--- config.mk ---
export PLATFORM = sky130hd
export DESIGN_NAME = udma_burst_host
export DESIGN_NICKNAME = d
export VERILOG_FILES = /design/src/logic/udma_host_pkg.sv /design/src/logic/udma_burst_host.sv /design/src/logic/udma_crc16.sv
export SDC_FILE = /design/constraint.sdc
export NUM_CORES = 1
export LEC_CHECK = 0
export BUFFER_PORTS_ARGS = -buffer_cell sky130_fd_sc_hd__buf_2
export CORE_MARGIN = 5
export CORE_UTILIZATION = 57
export CTS_CLUSTER_DIAMETER = 150
export CTS_CLUSTER_SIZE = 25
export DETAILED_ROUTE_END_ITERATION = 8
export GPL_ROUTABILITY_DRIVEN = 0
export HOLD_SLACK_MARGIN = 0.03
export MAX_ROUTING_LAYER = met4
export PLACE_DENSITY = 0.76
export SLEW_MARGIN = 20
export SYNTH_ARGS = -nofsm -noshare
export SYNTH_HDL_FRONTEND = slang
export SYNTH_SLANG_ARGS = --single-unit
--- constraint.sdc ---
create_clock -name clock -period 6.1 [get_ports clock]
set_input_delay 0.305 -clock clock [delete_from_list [all_inputs] [get_ports clock]]
set_output_delay 0.305 -clock clock [all_outputs]
set_load 0.05 [all_outputs]
--- src/logic/udma_host_pkg.sv ---
// Constants, register map and checksum functions for the burst host.
package udma_host_pkg;

   // Clock period in nanoseconds; link timing in nanoseconds and in clock cycles.
   localparam int CLK_NS = 25;
   localparam int STROBE_NS = 120;
   localparam int TSS_NS = 50;
   localparam int TDVS_NS = 70;
   localparam int TACK_NS = 20;
   localparam logic [7:0] STROBE_CYC = 8'((STROBE_NS + CLK_NS - 1) / CLK_NS);
   localparam logic [7:0] TSS_CYC = 8'((TSS_NS + CLK_NS - 1) / CLK_NS);
   localparam logic [7:0] TDVS_CYC = 8'((TDVS_NS + CLK_NS - 1) / CLK_NS);
   localparam logic [7:0] TACK_CYC = 8'((TACK_NS + CLK_NS - 1) / CLK_NS);

   // Checksum seed and generator (terms at sixteen, twelve, five, zero).
   localparam logic [15:0] CRC_SEED = 16'h4ABA;
   localparam logic [15:0] CRC_POLY = 16'h1021;

   // Register byte addresses.
   localparam logic [7:0] REG_CTRL = 8'h00;
   localparam logic [7:0] REG_COUNT = 8'h04;
   localparam logic [7:0] REG_WORD = 8'h08;
   localparam logic [7:0] REG_STATUS = 8'h0C;
   localparam logic [7:0] REG_CRC = 8'h10;

   // Control field positions.
   localparam int CTRL_START = 0;
   localparam int CTRL_ULTRA = 1;
   localparam int CTRL_STOP = 2;

   // Status field positions.
   localparam int STAT_BUSY = 0;
   localparam int STAT_PENDING = 1;
   localparam int STAT_DONE = 2;
   localparam int STAT_ULTRA = 3;
   localparam int STAT_STOP = 4;
   localparam int STAT_BURSTS = 8;

   // Values after reset.
   localparam logic [15:0] WORD_RESET = 16'h0000;
   localparam logic [7:0] TIMER_RESET = 8'h00;

   // One-hot link states.
   typedef enum logic [5:0] {
      ST_IDLE = 6'h01,
      ST_WAIT_RQ = 6'h02,
      ST_SEND = 6'h04,
      ST_STOP = 6'h08,
      ST_CRC = 6'h10,
      ST_RELEASE = 6'h20
   } state_t;

   // Word-parallel checksum step, feedback-term form.
   function automatic logic [15:0] crc_next(input logic [15:0] c,
                                            input logic [15:0] d);
      logic [16:1] f;
      logic [15:0] n;
      f[1] = d[0] ^ c[15];
      f[2] = d[1] ^ c[14];
      f[3] = d[2] ^ c[13];
      f[4] = d[3] ^ c[12];
      f[5] = d[4] ^ c[11] ^ f[1];
      f[6] = d[5] ^ c[10] ^ f[2];
      f[7] = d[6] ^ c[9] ^ f[3];
      f[8] = d[7] ^ c[8] ^ f[4];
      f[9] = d[8] ^ c[7] ^ f[5];
      f[10] = d[9] ^ c[6] ^ f[6];
      f[11] = d[10] ^ c[5] ^ f[7];
      f[12] = d[11] ^ c[4] ^ f[1] ^ f[8];
      f[13] = d[12] ^ c[3] ^ f[2] ^ f[9];
      f[14] = d[13] ^ c[2] ^ f[3] ^ f[10];
      f[15] = d[14] ^ c[1] ^ f[4] ^ f[11];
      f[16] = d[15] ^ c[0] ^ f[5] ^ f[12];
      n[0] = f[16];
      n[1] = f[15];
      n[2] = f[14];
      n[3] = f[13];
      n[4] = f[12];
      n[5] = f[11] ^ f[16];
      n[6] = f[10] ^ f[15];
      n[7] = f[9] ^ f[14];
      n[8] = f[8] ^ f[13];
      n[9] = f[7] ^ f[12];
      n[10] = f[6] ^ f[11];
      n[11] = f[5] ^ f[10];
      n[12] = f[4] ^ f[9] ^ f[16];
      n[13] = f[3] ^ f[8] ^ f[15];
      n[14] = f[2] ^ f[7] ^ f[14];
      n[15] = f[1] ^ f[6] ^ f[13];
      return n;
   endfunction

   // Bit-serial reference: data bit zero enters first, bit fifteen last.
   function automatic logic [15:0] crc_serial(input logic [15:0] c,
                                              input logic [15:0] d);
      logic [15:0] s;
      logic fb;
      s = c;
      for (int i = 0; i < 16; i++) begin
         fb = s[15] ^ d[i];
         s = {s[14:0], 1'b0} ^ (fb ? CRC_POLY : 16'h0000);
      end
      return s;
   endfunction

   // Merges the two low byte lanes of a bus write into a 16-bit field.
   function automatic logic [15:0] lane_merge(input logic [15:0] old,
                                              input logic [31:0] wdat,
                                              input logic [3:0] sel);
      logic [15:0] m;
      m = old;
      if (sel[0]) begin
         m[7:0] = wdat[7:0];
      end
      if (sel[1]) begin
         m[15:8] = wdat[15:8];
      end
      return m;
   endfunction

endpackage

--- src/logic/udma_burst_host.sv ---
// Host end of Ultra DMA data-out bursts with burst checksum and bus port.
//
// Design decisions made here: register access over Wishbone and the placing of the registers.
`timescale 1ns/10ps

module udma_burst_host (
   input wire logic clock,
   input wire logic srst,
   input wire logic cyc_i,
   input wire logic stb_i,
   input wire logic we_i,
   input wire logic [7:0] adr_i,
   input wire logic [3:0] sel_i,
   input wire logic [31:0] dat_i,
   output logic [31:0] dat_o,
   output logic ack_o,
   input wire logic dmarq,
   input wire logic ddmardy_n,
   input wire logic [15:0] d_in,
   output logic [15:0] d_out,
   output logic d_oe,
   output logic hstrobe,
   output logic stop,
   output logic dmack_n
);
   import udma_host_pkg::*;

   typedef struct packed {
      udma_host_pkg::state_t state;
      logic [7:0] timer;
      logic [15:0] remain;
      logic [15:0] word;
      logic pending;
      logic ultra;
      logic busy;
      logic done;
      logic stop_req;
      logic [7:0] bursts;
      logic [15:0] sent_crc;
      logic rq_meta;
      logic rq_sync;
      logic rdy_meta;
      logic rdy_sync;
      logic hstrobe;
      logic stop;
      logic dmack_n;
      logic [15:0] d_out;
      logic d_oe;
      logic ack;
      logic [31:0] rdat;
   } host_t;

   host_t r;
   host_t next_r;
   logic crc_load;
   logic crc_update;
   logic [15:0] crc_value;
   logic bus_req;
   logic word_ready;

   ////////////////////////////////////////////////////////////////////////
   // Checksum register, stepped only on strobe toggles of the burst.
   udma_crc16 crc (
      .clock(clock),
      .srst(srst),
      .load(crc_load),
      .update(crc_update),
      .word(r.word),
      .value(crc_value)
   );

   ////////////////////////////////////////////////////////////////////////
   // Next-state logic: bus slave, pin synchronisers and burst sequencer.
   always_comb begin
      next_r = r;
      crc_load = 1'b0;
      crc_update = 1'b0;
      // Two-stage synchronisers for the device's pins.
      next_r.rq_meta = dmarq;
      next_r.rq_sync = r.rq_meta;
      next_r.rdy_meta = ddmardy_n;
      next_r.rdy_sync = r.rdy_meta;
      next_r.ack = 1'b0;
      // One shared down-counter times strobe spacing and the end phases.
      if (r.timer != TIMER_RESET) begin
         next_r.timer = r.timer - 8'h01;
      end
      // Taking a request only while ack is low gives one ack per request.
      bus_req = cyc_i && stb_i && !r.ack;
      // The word on the pins must have stood one cycle before a toggle.
      word_ready = r.pending && (r.d_out == r.word);

      // Bus slave; a word write waits while the previous word is unsent.
      if (bus_req) begin
         if (we_i && adr_i == REG_WORD) begin
            if (!r.pending) begin
               next_r.word = lane_merge(r.word, dat_i, sel_i);
               next_r.pending = 1'b1;
               next_r.ack = 1'b1;
            end
         end else begin
            next_r.ack = 1'b1;
            next_r.rdat = 32'h0000_0000;
            if (we_i) begin
               if (adr_i == REG_CTRL) begin
                  if (sel_i[0]) begin
                     next_r.ultra = dat_i[CTRL_ULTRA];
                     if (dat_i[CTRL_STOP] && r.busy) begin
                        next_r.stop_req = 1'b1;
                     end
                     // Starting needs an Ultra mode and a nonzero count.
                     if (dat_i[CTRL_START] && dat_i[CTRL_ULTRA]
                         && r.state == ST_IDLE
                         && r.remain != WORD_RESET) begin
                        next_r.busy = 1'b1;
                        next_r.done = 1'b0;
                        next_r.bursts = 8'h00;
                        next_r.state = ST_WAIT_RQ;
                     end
                  end
               end else if (adr_i == REG_COUNT) begin
                  if (!r.busy) begin
                     next_r.remain = lane_merge(r.remain, dat_i, sel_i);
                  end
               end
            end else begin
               if (adr_i == REG_CTRL) begin
                  next_r.rdat[CTRL_ULTRA] = r.ultra;
               end else if (adr_i == REG_COUNT) begin
                  next_r.rdat[15:0] = r.remain;
               end else if (adr_i == REG_WORD) begin
                  next_r.rdat[15:0] = r.word;
               end else if (adr_i == REG_STATUS) begin
                  next_r.rdat[STAT_BUSY] = r.busy;
                  next_r.rdat[STAT_PENDING] = r.pending;
                  next_r.rdat[STAT_DONE] = r.done;
                  next_r.rdat[STAT_ULTRA] = r.ultra;
                  next_r.rdat[STAT_STOP] = r.stop_req;
                  next_r.rdat[STAT_BURSTS +: 8] = r.bursts;
               end else if (adr_i == REG_CRC) begin
                  next_r.rdat[15:0] = r.sent_crc;
               end
            end
         end
      end

      // Burst sequencer.
      case (r.state)
         ST_IDLE: begin
            next_r.stop = 1'b0;
         end
         // Acknowledge the device's request and seed the checksum.
         ST_WAIT_RQ: begin
            if (r.rq_sync) begin
               next_r.dmack_n = 1'b0;
               next_r.stop = 1'b0;
               next_r.hstrobe = 1'b1;
               next_r.d_oe = 1'b1;
               next_r.d_out = r.word;
               crc_load = 1'b1;
               next_r.bursts = r.bursts + 8'h01;
               next_r.timer = STROBE_CYC;
               next_r.state = ST_SEND;
            end
         end
         // Each toggle carries one word; a high ready pin pauses us.
         ST_SEND: begin
            next_r.d_out = r.word;
            if (!r.rq_sync || r.stop_req || r.remain == WORD_RESET) begin
               next_r.stop = 1'b1;
               next_r.timer = TSS_CYC;
               next_r.state = ST_STOP;
            end else if (r.timer == TIMER_RESET && !r.rdy_sync
                         && word_ready) begin
               next_r.hstrobe = !r.hstrobe;
               crc_update = 1'b1;
               next_r.pending = 1'b0;
               next_r.remain = r.remain - 16'h0001;
               next_r.timer = STROBE_CYC;
            end
         end
         // Hold stop until the device drops its request.
         ST_STOP: begin
            // Waiting for the request to drop keeps the strobe steady.
            if (!r.rq_sync && r.timer == TIMER_RESET) begin
               // Returning the strobe high carries no word.
               next_r.hstrobe = 1'b1;
               next_r.d_out = crc_value;
               next_r.timer = TDVS_CYC;
               next_r.state = ST_CRC;
            end
         end
         // Checksum on the lines, then release acknowledge with it.
         ST_CRC: begin
            if (r.timer == TIMER_RESET) begin
               next_r.dmack_n = 1'b1;
               next_r.sent_crc = r.d_out;
               next_r.timer = TACK_CYC;
               next_r.state = ST_RELEASE;
            end
         end
         // Command ends when the count is spent or software stopped it.
         ST_RELEASE: begin
            if (r.timer == TIMER_RESET) begin
               next_r.stop = 1'b0;
               next_r.d_oe = 1'b0;
               if (r.remain == WORD_RESET || r.stop_req) begin
                  next_r.busy = 1'b0;
                  next_r.done = 1'b1;
                  next_r.stop_req = 1'b0;
                  next_r.state = ST_IDLE;
               end else begin
                  next_r.state = ST_WAIT_RQ;
               end
            end
         end
         default: begin
            next_r.state = ST_IDLE;
         end
      endcase
   end

   ////////////////////////////////////////////////////////////////////////
   // State register.
   always_ff @(posedge clock) begin
      if (srst) begin
         r <= '0;
         r.state <= ST_IDLE;
         r.hstrobe <= 1'b1;
         r.dmack_n <= 1'b1;
         r.rdy_meta <= 1'b1;
         r.rdy_sync <= 1'b1;
      end else begin
         r <= next_r;
      end
   end

   // Outputs straight from flip-flops.
   assign dat_o = r.rdat;
   assign ack_o = r.ack;
   assign d_out = r.d_out;
   assign d_oe = r.d_oe;
   assign hstrobe = r.hstrobe;
   assign stop = r.stop;
   assign dmack_n = r.dmack_n;
endmodule

--- src/logic/udma_crc16.sv ---
// Sixteen-bit burst checksum register with seed load and word update.
`timescale 1ns/10ps

module udma_crc16 (
   input wire logic clock,
   input wire logic srst,
   input wire logic load,
   input wire logic update,
   input wire logic [15:0] word,
   output logic [15:0] value
);
   import udma_host_pkg::*;

   typedef struct packed {
      logic [15:0] current_checksum_value;
   } crc_state_t;

   crc_state_t r;
   crc_state_t next_r;
   logic [15:0] next_checksum_value;

   // Seed wins over update; update steps once per data word.
   always_comb begin
      next_r = r;
      next_checksum_value = crc_next(r.current_checksum_value, word);
      if (load) begin
         next_r.current_checksum_value = CRC_SEED;
      end else if (update) begin
         next_r.current_checksum_value = next_checksum_value;
      end
   end

   // State register.
   always_ff @(posedge clock) begin
      if (srst) begin
         r.current_checksum_value <= CRC_SEED;
      end else begin
         r <= next_r;
      end
   end

   assign value = r.current_checksum_value;

   // Next bit twelve written out by hand from its feedback terms.
   function automatic logic bit12_ref(input logic [15:0] c,
                                      input logic [15:0] d);
      logic f1;
      logic f4;
      logic f5;
      logic f8;
      logic f9;
      logic f12;
      logic f16;
      f1 = d[0] ^ c[15];
      f4 = d[3] ^ c[12];
      f5 = d[4] ^ c[11] ^ f1;
      f8 = d[7] ^ c[8] ^ f4;
      f9 = d[8] ^ c[7] ^ f5;
      f12 = d[11] ^ c[4] ^ f1 ^ f8;
      f16 = d[15] ^ c[0] ^ f5 ^ f12;
      return f4 ^ f9 ^ f16;
   endfunction
endmodule

==> impl_metrics.py, run 1 <==
metrics = {
    "setup_path": {
        "reg2regPathDepth": 9,
        "r2r_start": "r[118]",
        "cp_max_fo": 14,
        "cp.required_ns": 6.42,
        "worstReg2RegEnd": "r[109]",
        "crit_arrival_ns": 3.54,
        "crit_path_end_kind": "flop",
        "critPathLaunchType": "flop",
        "rrSetupSlack_ns": 2.88,
        "path_class": "flop to flop",
    },
    "finish": {
        "layout.cells.non_filler": 1077,
        "fillers": 1086,
        "drive_gt1_share_pct": 13.6,
        "antenna_cells": 0,
        "syn_to_final_growth_pct": 10.4,
        "nets": 963,
    },
    "global_route": {
        "grt_use_met3_pct": 8.08,
        "grtUsageTotal_pct": 29.8,
        "grt_first_pass_wirelength_um": 33600,
        "grtUsageMet1_pct": 39.9,
        "grt_max_degree": 76,
        "busiest_layer": "met2",
        "grt.overflow.total": 0,
        "grt_pass1_vias": 6174,
        "use_met2_pct": 42.5,
        "antenna_found_initial": 0,
    },
    "min_path": {
        "min_path_type": "primary input to flop",
        "min_to": "next_r[53]",
        "hp-start": "ddmardy_n",
        "hold_path_depth": 2,
    },
    "yosys": {
        "synthMuxAreaShare_pct": 2.59,
        "synth_cell_types": 73,
        "synthCells": 881,
        "synth-adder-area-share_pct": 0.676,
        "synth_edf_count": 0,
        "syn-cell-area_um2": 7400,
        "synth_compound_area_share_pct": 20.5,
        "syn_avg_cell_area_um2": 8.40,
        "ys_seq_elements": 132,
        "synth-xor-area-share_pct": 10.4,
        "yosys_warnings": 0,
        "ys.flop_type": "dfxtp_1",
        "synth_top_family_by_area": "simple AND/OR/NAND/NOR gates",
        "yosys.area_share.simple_pct": 21.3,
        "synth_seq_area_share_pct": 35.7,
        "async_flop_share_pct": 0,
    },
    "place": {
        "port_buffers": 69,
        "dp_hpwl_um": 15200,
        "dpl.cell_count": 1045,
    },
    "clock_network": {
        "post_cts_buffers": 0,
        "clkSinkCount": 132,
        "clk_pin_slew_ns": 0.06,
        "cts_hold_buffers": 0,
        "clockBufferDepth": 2,
        "cts_max_level": 4,
        "cts_tree": "built",
        "cts_resized": 0,
        "clock_latency_ns": 0.43,
        "numCtsBuffers": 17,
        "root_buffer": "clkbuf_16",
    },
    "timing": {
        "post-route-min-period_ns": 3.22,
        "worst_pin_slew_ns": 1.10,
        "rsz0062_at_grt": "no",
        "clock_skew_ns": 0.00631,
        "finalSetupViolations": 0,
        "max-slew-margin-rel_pct": 26.6,
        "timing.fmax_mhz": 310,
        "fin_crit_sh_pct": 52.8,
        "hold-worst-slack_ns": 0.0648,
        "hold_violations": 0,
        "final_max_slew_viol_count": 0,
        "fin_tns_setup_ns": 0,
    },
    "pwr": {
        "ir_worst_vdd_mv": 0.213,
        "leakage_nw": 3.07,
        "power.density_nw_per_um2": 295,
    },
    "route": {
        "vias_per_cell": 6.23,
        "ant_nets": 0,
        "detail_route.wirelength_um": 21400,
        "drc_errors": 0,
        "routedWlPerCell_um": 19.9,
        "vias": 6713,
        "drt_first_pass_iters": 6,
        "drtIter0Drc": 956,
    },
    "floorplanning": {
        "core_um2": 12700,
        "die_w_um": 124,
        "die_height_um": 124,
        "die-area_um2": 15400,
        "start_util_pct": 58.4,
        "ios": 120,
        "rows": 41,
    },
    "flow_run": {
        "drv_cap": 0,
    },
    "status": {
        "outcome": "complete, no violations",
    },
}
## placed cells by master, fill, tap and decap left out, types with 19 or more instances in the layout
master | Yosys | layout
xnor2_1 | 47 | 47
a211oi_1 | 25 | 25
dfxtp_1 | 132 | 132
buf_2 | 12 | 68
a21oi_1 | 81 | 81
nor2_1 | 68 | 68
nor3_1 | 22 | 21
o21ai_0 | 20 | 20
nand2_1 | 103 | 103
nand3_1 | 19 | 19
## synthesized netlist by cell type, types with 6 or more instances
| cell type | n | area, um2 |
|---|---|---|
| buf_2 | 12 | 60.1 |
| and4_1 | 6 | 52.6 |
| or3_1 | 8 | 50.1 |
| mux2i_1 | 18 | 180 |
| nor2_1 | 68 | 255 |
| nand2_1 | 103 | 387 |
| xnor3_1 | 8 | 180 |
| inv_1 | 16 | 60.1 |
| a221oi_1 | 13 | 114 |
| xor2_1 | 14 | 123 |
| nor3_1 | 22 | 110 |
| nor2b_1 | 14 | 87.6 |
| nor4_1 | 8 | 50.1 |
| and3_1 | 7 | 43.8 |
| a31oi_1 | 12 | 75.1 |
| clkbuf_1 | 33 | 124 |
| o211ai_1 | 11 | 82.6 |
| a211oi_1 | 25 | 188 |
| dfxtp_1 | 132 | 2640 |
| xnor2_1 | 47 | 412 |
| nand3_1 | 19 | 95.1 |
| buf_4 | 51 | 383 |
| nand4_1 | 11 | 68.8 |
| o21ai_0 | 20 | 100 |
| o2bb2ai_1 | 11 | 96.3 |
| a22oi_1 | 14 | 105 |
| a21oi_1 | 81 | 405 |
## report_power, final
group | internal (W) | switching (W)
Sequential | 0.000887 | 0.0000255
Clock | 0.000797 | 0.000377
Combinational | 0.000115 | 0.000208
## how the worst max path moves through the flow
stage | start | end | slack (ns)
finish | r[118] | r[109] | 2.88
global route | r[126] | d_out[2] | 2.60
CTS | r[118] | r[109] | 2.91
detailed placement | adr_i[0] | dat_o[14] | 2.73
global placement | adr_i[0] | dat_o[3] | 2.69
floorplan | r[118] | hstrobe | 3.73
## layout make-up
| class | count | area (um2) | share of cell area, % |
|---|---|---|---|
| clock buffer | 23 | 478 | 5.85 |
| sequential | 132 | 2640 | 32.4 |
| clock inverter | 9 | 198 | 2.42 |
| inverter | 17 | 66.3 | 0.812 |
| multi-input combinational | 650 | 4180 | 51.2 |
| timing repair buffer | 74 | 385 | 4.72 |
| tap | 172 | 215 | 2.64 |
## state kept, by name, summed over array words and instances (netlist names)
name and flops:
d_oe 1, crc.value 16, dmack_n 1, r 77
dat_o 16, d_out 16, next_r 2, ack_o 1
stop 1, hstrobe 1
## per-layer routing
metal  vias up  part of all wire [%]
met5         -                     0
met1      3143                    42
met3        76                    10
met4         0                   4.4
met2       355                    43
li1       3139                     -
## critical path, stage by stage, from the launching register on
cell and delay [ns]:
dfxtp_1 0.34, inv_1 0.07, ha_1 0.18, nor3b_2 0.32, and2_1 0.40, inv_4 0.12, nor4_4 0.63, nand3_2 0.42
a221o_1 0.48, and3_1 0.15
## logic make-up after synthesis
| group | Yosys count |
|---|---|
| muxes | 19 |
| buffers and inverters | 114 |
| adders and majority gates | 4 |
| other | 1 |
| DFF | 132 |
| AOI/OAI and AO/OA | 229 |
| and+or+nand+nor | 310 |
| xor gates and xnor gates | 72 |
## through the flow
| stage | total power (W) | util (%) | setup WS [ns] | instance area [um2] |
|---|---|---|---|---|
| final | 0.00241 | 64.4 | 2.88 | 8160 |
| after global routing | 0.00250 | 64.4 | 2.60 | 8160 |
| after CTS | 0.00241 | 64.3 | 2.91 | 8150 |
| after floorplan | 0.00119 | - | 3.73 | 7450 |
| after detailed placement | 0.00125 | 59.0 | 2.73 | 7480 |
| after global placement | 0.00125 | 59.0 | 2.69 | 7480 |
Power figures use the tool's default switching activity.
==> run 2, diff against run 1 <==
Clock period 6.1 ns to 3.3 ns, I/O delays scaled along.
==> run 2 against run 1 <==
Against the previous run: hold slack worse by 0.0060 ns; worst setup slack got worse by 2.5 ns; critical path depth unchanged; maximum frequency is 8.5% higher; power up 72%; via count rose by 1.9%; clock skew increased by 0.0045 ns; critical endpoint is now r[80]; largest power group unchanged.
==> impl_metrics.py, run 2 (same netlist as run 1, synthesis figures left out) <==
metrics = {
    "status": {
        "outcome": "complete, no violations",
    },
    "floorplanning": {
        "start_util_pct": 58.4,
        "core_um2": 12700,
        "die-area_um2": 15400,
        "die_w_um": 124,
        "ios": 120,
        "die_height_um": 124,
        "rows": 41,
    },
    "finish": {
        "nets": 1003,
        "final_cell_mix": "dfxtp_1 (132), nand2_1 (103), a21oi_1 (81)",
        "drive_gt1_share_pct": 14.8,
        "antenna_cells": 0,
        "layout_commonest_cell": "dfxtp_1",
        "syn_to_final_growth_pct": 13.1,
        "largest_reg_flops": 77,
        "regMostFlops": "r",
    },
    "timing": {
        "hold-worst-slack_ns": 0.0589,
        "finalSetupViolations": 0,
        "max-slew-margin-rel_pct": 42.8,
        "hold_violations": 0,
        "rsz0062_at_grt": "no",
        "post-route-min-period_ns": 2.97,
        "timing.fmax_mhz": 337,
        "fin_ws_ns": 0.331,
        "final_max_slew_viol_count": 0,
        "worst_pin_slew_ns": 0.851,
        "clock_skew_ns": 0.0108,
        "fin_crit_sh_pct": 90.0,
        "fin_tns_setup_ns": 0,
    },
    "setup_path": {
        "cp_num_buf_inv": 2,
        "crit_chain": "inv_1 -> ha_1 -> nor4b_1 -> buf_4 -> and4b_1 -> a2111oi_1 -> nor2_1 -> o21ai_0 -> a21oi_1",
        "path_class": "flop to flop",
        "path_delay_family": "compound AO/OA/AOI/OAI gates",
        "slowest_stage": "a2111oi_1",
        "cp.required_ns": 3.57,
        "cp_max_fo": 6,
        "critPathLaunchType": "flop",
        "crit_arrival_ns": 3.24,
        "crit_path_end_kind": "flop",
        "max_stage_delay_ns": 0.81,
    },
    "clock_network": {
        "clk_pin_slew_ns": 0.05,
        "root_buffer": "clkbuf_16",
        "cts_hold_buffers": 18,
        "clockBufferDepth": 2,
        "cts_resized": 0,
        "clkSinkCount": 132,
        "cts_max_level": 4,
        "clock_latency_ns": 0.43,
        "cts_tree": "built",
        "post_cts_buffers": 0,
        "numCtsBuffers": 17,
    },
    "pwr": {
        "leakage_nw": 3.20,
        "ir_worst_vdd_mv": 0.347,
        "power.density_nw_per_um2": 496,
    },
    "place": {
        "port_buffers": 69,
        "dp_hpwl_um": 15800,
        "pre_cts_ws_ns": 0.447,
    },
    "route": {
        "routedWlPerCell_um": 19.9,
        "vias": 6840,
        "vias_per_cell": 6.14,
        "drt_first_pass_iters": 6,
        "detail_route.wirelength_um": 22100,
        "ant_nets": 0,
        "drtIter0Drc": 982,
        "drc_errors": 0,
    },
    "global_route": {
        "grt_first_pass_wirelength_um": 34200,
        "antenna_found_initial": 0,
        "grt.overflow.total": 0,
        "grt_pass1_vias": 6239,
        "grt_max_degree": 73,
        "grtUsageTotal_pct": 30.5,
    },
    "min_path": {
        "min_path_type": "primary input to flop",
    },
    "flow_run": {
        "drv_cap": 0,
    },
}
==> run 2: changes by cell type in the layout (fill, tap and decap cells not counted), sizes merged <==
| cell | before | now |
|---|---|---|
| buf | 74 | 96 |
| dlygate4sd3 | 0 | 18 |
| bufinv | 6 | 2 |
| clkinv | 2 | 4 |
| clkinvlp | 1 | 0 |
==> run 2: layer usage <==
layer	track usage (%)	wire length (um)	vias to the layer above
met2	43.1	9710	364
met1	40.8	9090	3202
met4	12.9	892	0
li1	-	-	3212
met5	-	0	-
met3	8.99	2440	62
==> run 2: layout make-up <==
cell class / instances / area, um2
Multi-Input combinational cell: 650 / 4170
Inverter: 17 / 66.3
Fill cell: 1060 / 4300
Clock inverter: 6 / 80.1
Timing Repair Buffer: 114 / 731
Clock buffer: 23 / 468
Sequential cell: 132 / 2640
Tap cell: 172 / 215
==> run 2: report_power, final <==
part / switching [W] / total [W] / internal, W
Combinational: 0.000399 / 0.000661 / 0.000262
Clock: 0.000669 / 0.00180 / 0.00113
Sequential: 0.0000471 / 0.00169 / 0.00164
==> run 2: worst register-to-register path, cell delays in order, from the launching register on <==
cell	delay (ns)
dfxtp_1	0.44
inv_1	0.12
ha_1	0.25
nor4b_1	0.16
buf_4	0.16
and4b_1	0.30
a2111oi_1	0.81
nor2_1	0.25
o21ai_0	0.25
a21oi_1	0.08
==> run 2: stage by stage <==
stage / std cells / total power [W] / area [um2] / utilization (%)
floorplan: 896 / 0.00220 / 7450 / -
global placement: 1067 / 0.00235 / 7640 / 60.3
detailed placement: 1067 / 0.00235 / 7640 / 60.3
CTS: 1114 / 0.00415 / 8370 / 66.1
global route: 1114 / 0.00431 / 8370 / 66.1
finish: 1114 / 0.00415 / 8370 / 66.1
==> run 2: worst paths after layout <==
check,from,slack (ns),endpoint,depth (start not counted)
min,dat_i[1],0.06,r[84],3
min reg2reg,next_r[53],0.43,r[53],1
max,r[102],0.33,r[80],9
max reg2reg,r[102],0.33,r[80],9
==> run 3, diff against run 2 <==
Settings changed: ABC_AREA from default to 1, SYNTH_HIERARCHICAL from default to 1.
==> run 3 against run 2 <==
Against the previous run: power up 2.9%; highest routed layer unchanged; cell count up 34%; sequential share of layout area down 2.4 points; non-clock buffer count down 34; critical path depth up 4; critical endpoint is now crc/value[2]; wire length up 11%.
==> impl_metrics.py, run 3 <==
metrics = {
    "yosys": {
        "synth_compound_area_share_pct": 15.7,
        "async_flop_share_pct": 0,
        "ys_seq_elements": 132,
        "synthMuxAreaShare_pct": 0,
        "synthTopCellsByCount": "nand2_1 (323), dfxtp_1 (132), nor2_1 (127)",
        "synth-adder-area-share_pct": 0.604,
        "synth_top_family_by_area": "simple AND/OR/NAND/NOR gates",
        "synth_seq_area_share_pct": 31.9,
        "yosys-top-cells-area": "dfxtp_1 (32%), nand2_1 (15%), o21ai_0 (6.8%)",
        "yosysTopAreaCell": "dfxtp_1",
        "synth_cell_types": 46,
        "syn_avg_cell_area_um2": 6.51,
        "synth-xor-area-share_pct": 4.32,
        "yosysMostFrequentCell": "nand2_1",
        "synthCells": 1273,
        "yosys_warnings": 6,
        "yosys.area_share.simple_pct": 34.6,
        "syn-cell-area_um2": 8290,
        "synth_top_area_share_pct": 31.9,
        "synth_edf_count": 0,
        "ys.flop_type": "dfxtp_1",
    },
    "setup_path": {
        "crit_path_end_kind": "flop",
        "path_class": "flop to flop",
        "critPathLaunchType": "flop",
        "cp_max_fo": 22,
        "rrSetupSlack_ns": 0.80,
        "crit_arrival_ns": 2.87,
        "reg2regPathDepth": 13,
        "cp.required_ns": 3.67,
    },
    "timing": {
        "timing.fmax_mhz": 400,
        "final_max_slew_viol_count": 0,
        "post-route-min-period_ns": 2.50,
        "finalSetupViolations": 0,
        "hold_violations": 0,
        "hold-worst-slack_ns": 0.0394,
        "rsz0062_at_grt": "no",
        "worst_pin_slew_ns": 0.690,
        "max-slew-margin-rel_pct": 54.0,
        "fin_crit_sh_pct": 75.8,
        "fin_tns_setup_ns": 0,
        "clock_skew_ns": 0.00889,
    },
    "place": {
        "dp_hpwl_um": 18500,
        "port_buffers": 69,
    },
    "route": {
        "routed.top_layer": "met4",
        "drt_first_pass_iters": 6,
        "drc_errors": 0,
        "drtIter0Drc": 1116,
        "vias": 8385,
        "vias_per_cell": 5.60,
        "ant_nets": 0,
        "wl_met1_um": 10400,
        "routedWlPerCell_um": 16.5,
        "wl_met3_um": 2490,
        "wl_met2_um": 10900,
        "detail_route.wirelength_um": 24600,
    },
    "finish": {
        "drive_gt1_share_pct": 14.4,
        "nets": 1370,
        "final_cell_mix": "nand2_1 (323), dfxtp_1 (132), nor2_1 (127)",
        "layout_commonest_cell": "nand2_1",
        "largest_reg_flops": 77,
        "antenna_cells": 0,
        "syn_to_final_growth_pct": 9.31,
        "regMostFlops": "r",
    },
    "global_route": {
        "grt.overflow.total": 0,
        "antenna_found_initial": 0,
        "grt_pass1_vias": 7384,
        "grtUsageTotal_pct": 30.0,
        "grt_first_pass_wirelength_um": 38500,
        "grt_max_degree": 72,
    },
    "clock_network": {
        "clk_pin_slew_ns": 0.06,
        "cts_max_level": 4,
        "clock_latency_ns": 0.43,
        "clockBufferDepth": 2,
        "cts_tree": "built",
        "root_buffer": "clkbuf_16",
        "numCtsBuffers": 17,
        "clkSinkCount": 132,
        "post_cts_buffers": 0,
    },
    "floorplanning": {
        "ios": 120,
        "die_w_um": 131,
        "core_um2": 14400,
        "die_height_um": 131,
        "rows": 44,
        "start_util_pct": 57.5,
        "die-area_um2": 17100,
    },
    "status": {
        "outcome": "complete, no violations",
    },
    "pwr": {
        "ir_worst_vdd_mv": 0.362,
        "power.density_nw_per_um2": 471,
        "leakage_nw": 4.20,
    },
    "min_path": {
        "hold_path_depth": 3,
        "min_path_type": "primary input to flop",
    },
    "flow_run": {
        "drv_cap": 0,
    },
}
[run 3: cell types whose count changed in the layout (fill, tap and decap cells not counted), moves of 16 or more]
cell           previous run  this run
xnor2_1                  47        14
inv_1                    16       125
o21ai_1                   0        17
mux2i_1                  18         0
nand3_1                  19        87
dlygate4sd3_1            18         2
o21ai_0                  20       112
nand2_2                   0        19
buf_4                    28         9
nand2_1                 103       323
a211oi_1                 25         1
a21oi_1                  81       107
nor2_1                   68       127
[run 3: area by class of cell]
type | instances | area (um2)
clock buffer | 22 | 464
clock inverter | 10 | 154
fill | 1374 | 5360
inverter | 134 | 503
multi-input combinational | 934 | 4640
sequential | 132 | 2640
tap | 184 | 230
timing repair buffer | 80 | 433
[run 3: final timing paths]
path | startpoint | to
max | r[118] | crc/value[2]
min | dat_i[13] | r[99]
max reg2reg | r[118] | crc/value[2]
min reg2reg | next_r[55] | r[55]
[run 3: per-stage QoR]
step	instances	worst slack, ns	instance area [um2]	total power [W]	util (%)
floorplan	1288	0.972	8350	0.00217	-
global placement	1462	0.931	8430	0.00227	58.4
detailed placement	1462	0.863	8430	0.00228	58.4
CTS	1496	0.849	9060	0.00428	62.8
global route	1496	0.624	9060	0.00444	62.8
finish	1496	0.797	9060	0.00427	62.8
[run 3: power by group]
group          total [W]  internal [W]  switching, W
combinational   0.000578      0.000187      0.000392
clock            0.00201       0.00130      0.000712
sequential       0.00168       0.00164     0.0000362
total            0.00427       0.00313       0.00114
[run 3: worst max-delay path, stage by stage, from the launching register on]
cell     delay [ns]
dfxtp_1        0.32
inv_1          0.09
ha_1           0.20
nand3_2        0.13
nor2_4         0.26
inv_2          0.15
nor2_1         0.18
nand3_1        0.20
nor2_4         0.18
buf_4          0.33
nor2_1         0.10
nor2_1         0.11
o21ai_0        0.11
inv_1          0.07
[run 3: routing by layer]
layer	vias to the layer above	track usage (%)
li1	4073	-
met1	3801	40.6
met2	443	44.2
met3	68	5.98
met4	0	11.9
met5	-	-
[run 3: logic make-up (layout without fill, tap and decap cells)]
group,after synthesis,after routing
other,1,16
DFF,132,132
AOI/OAI and AO/OA,251,251
adders and majority gates,4,4
xor gates and xnor gates,40,40
buffers and inverters,222,246
and+or+nand+nor,623,623
[run 3: what timing repair did]
action,4_1_cts,5_1_grt
hold endpoints to repair,2,0
hold buffers,2,0
resized for setup,0,0
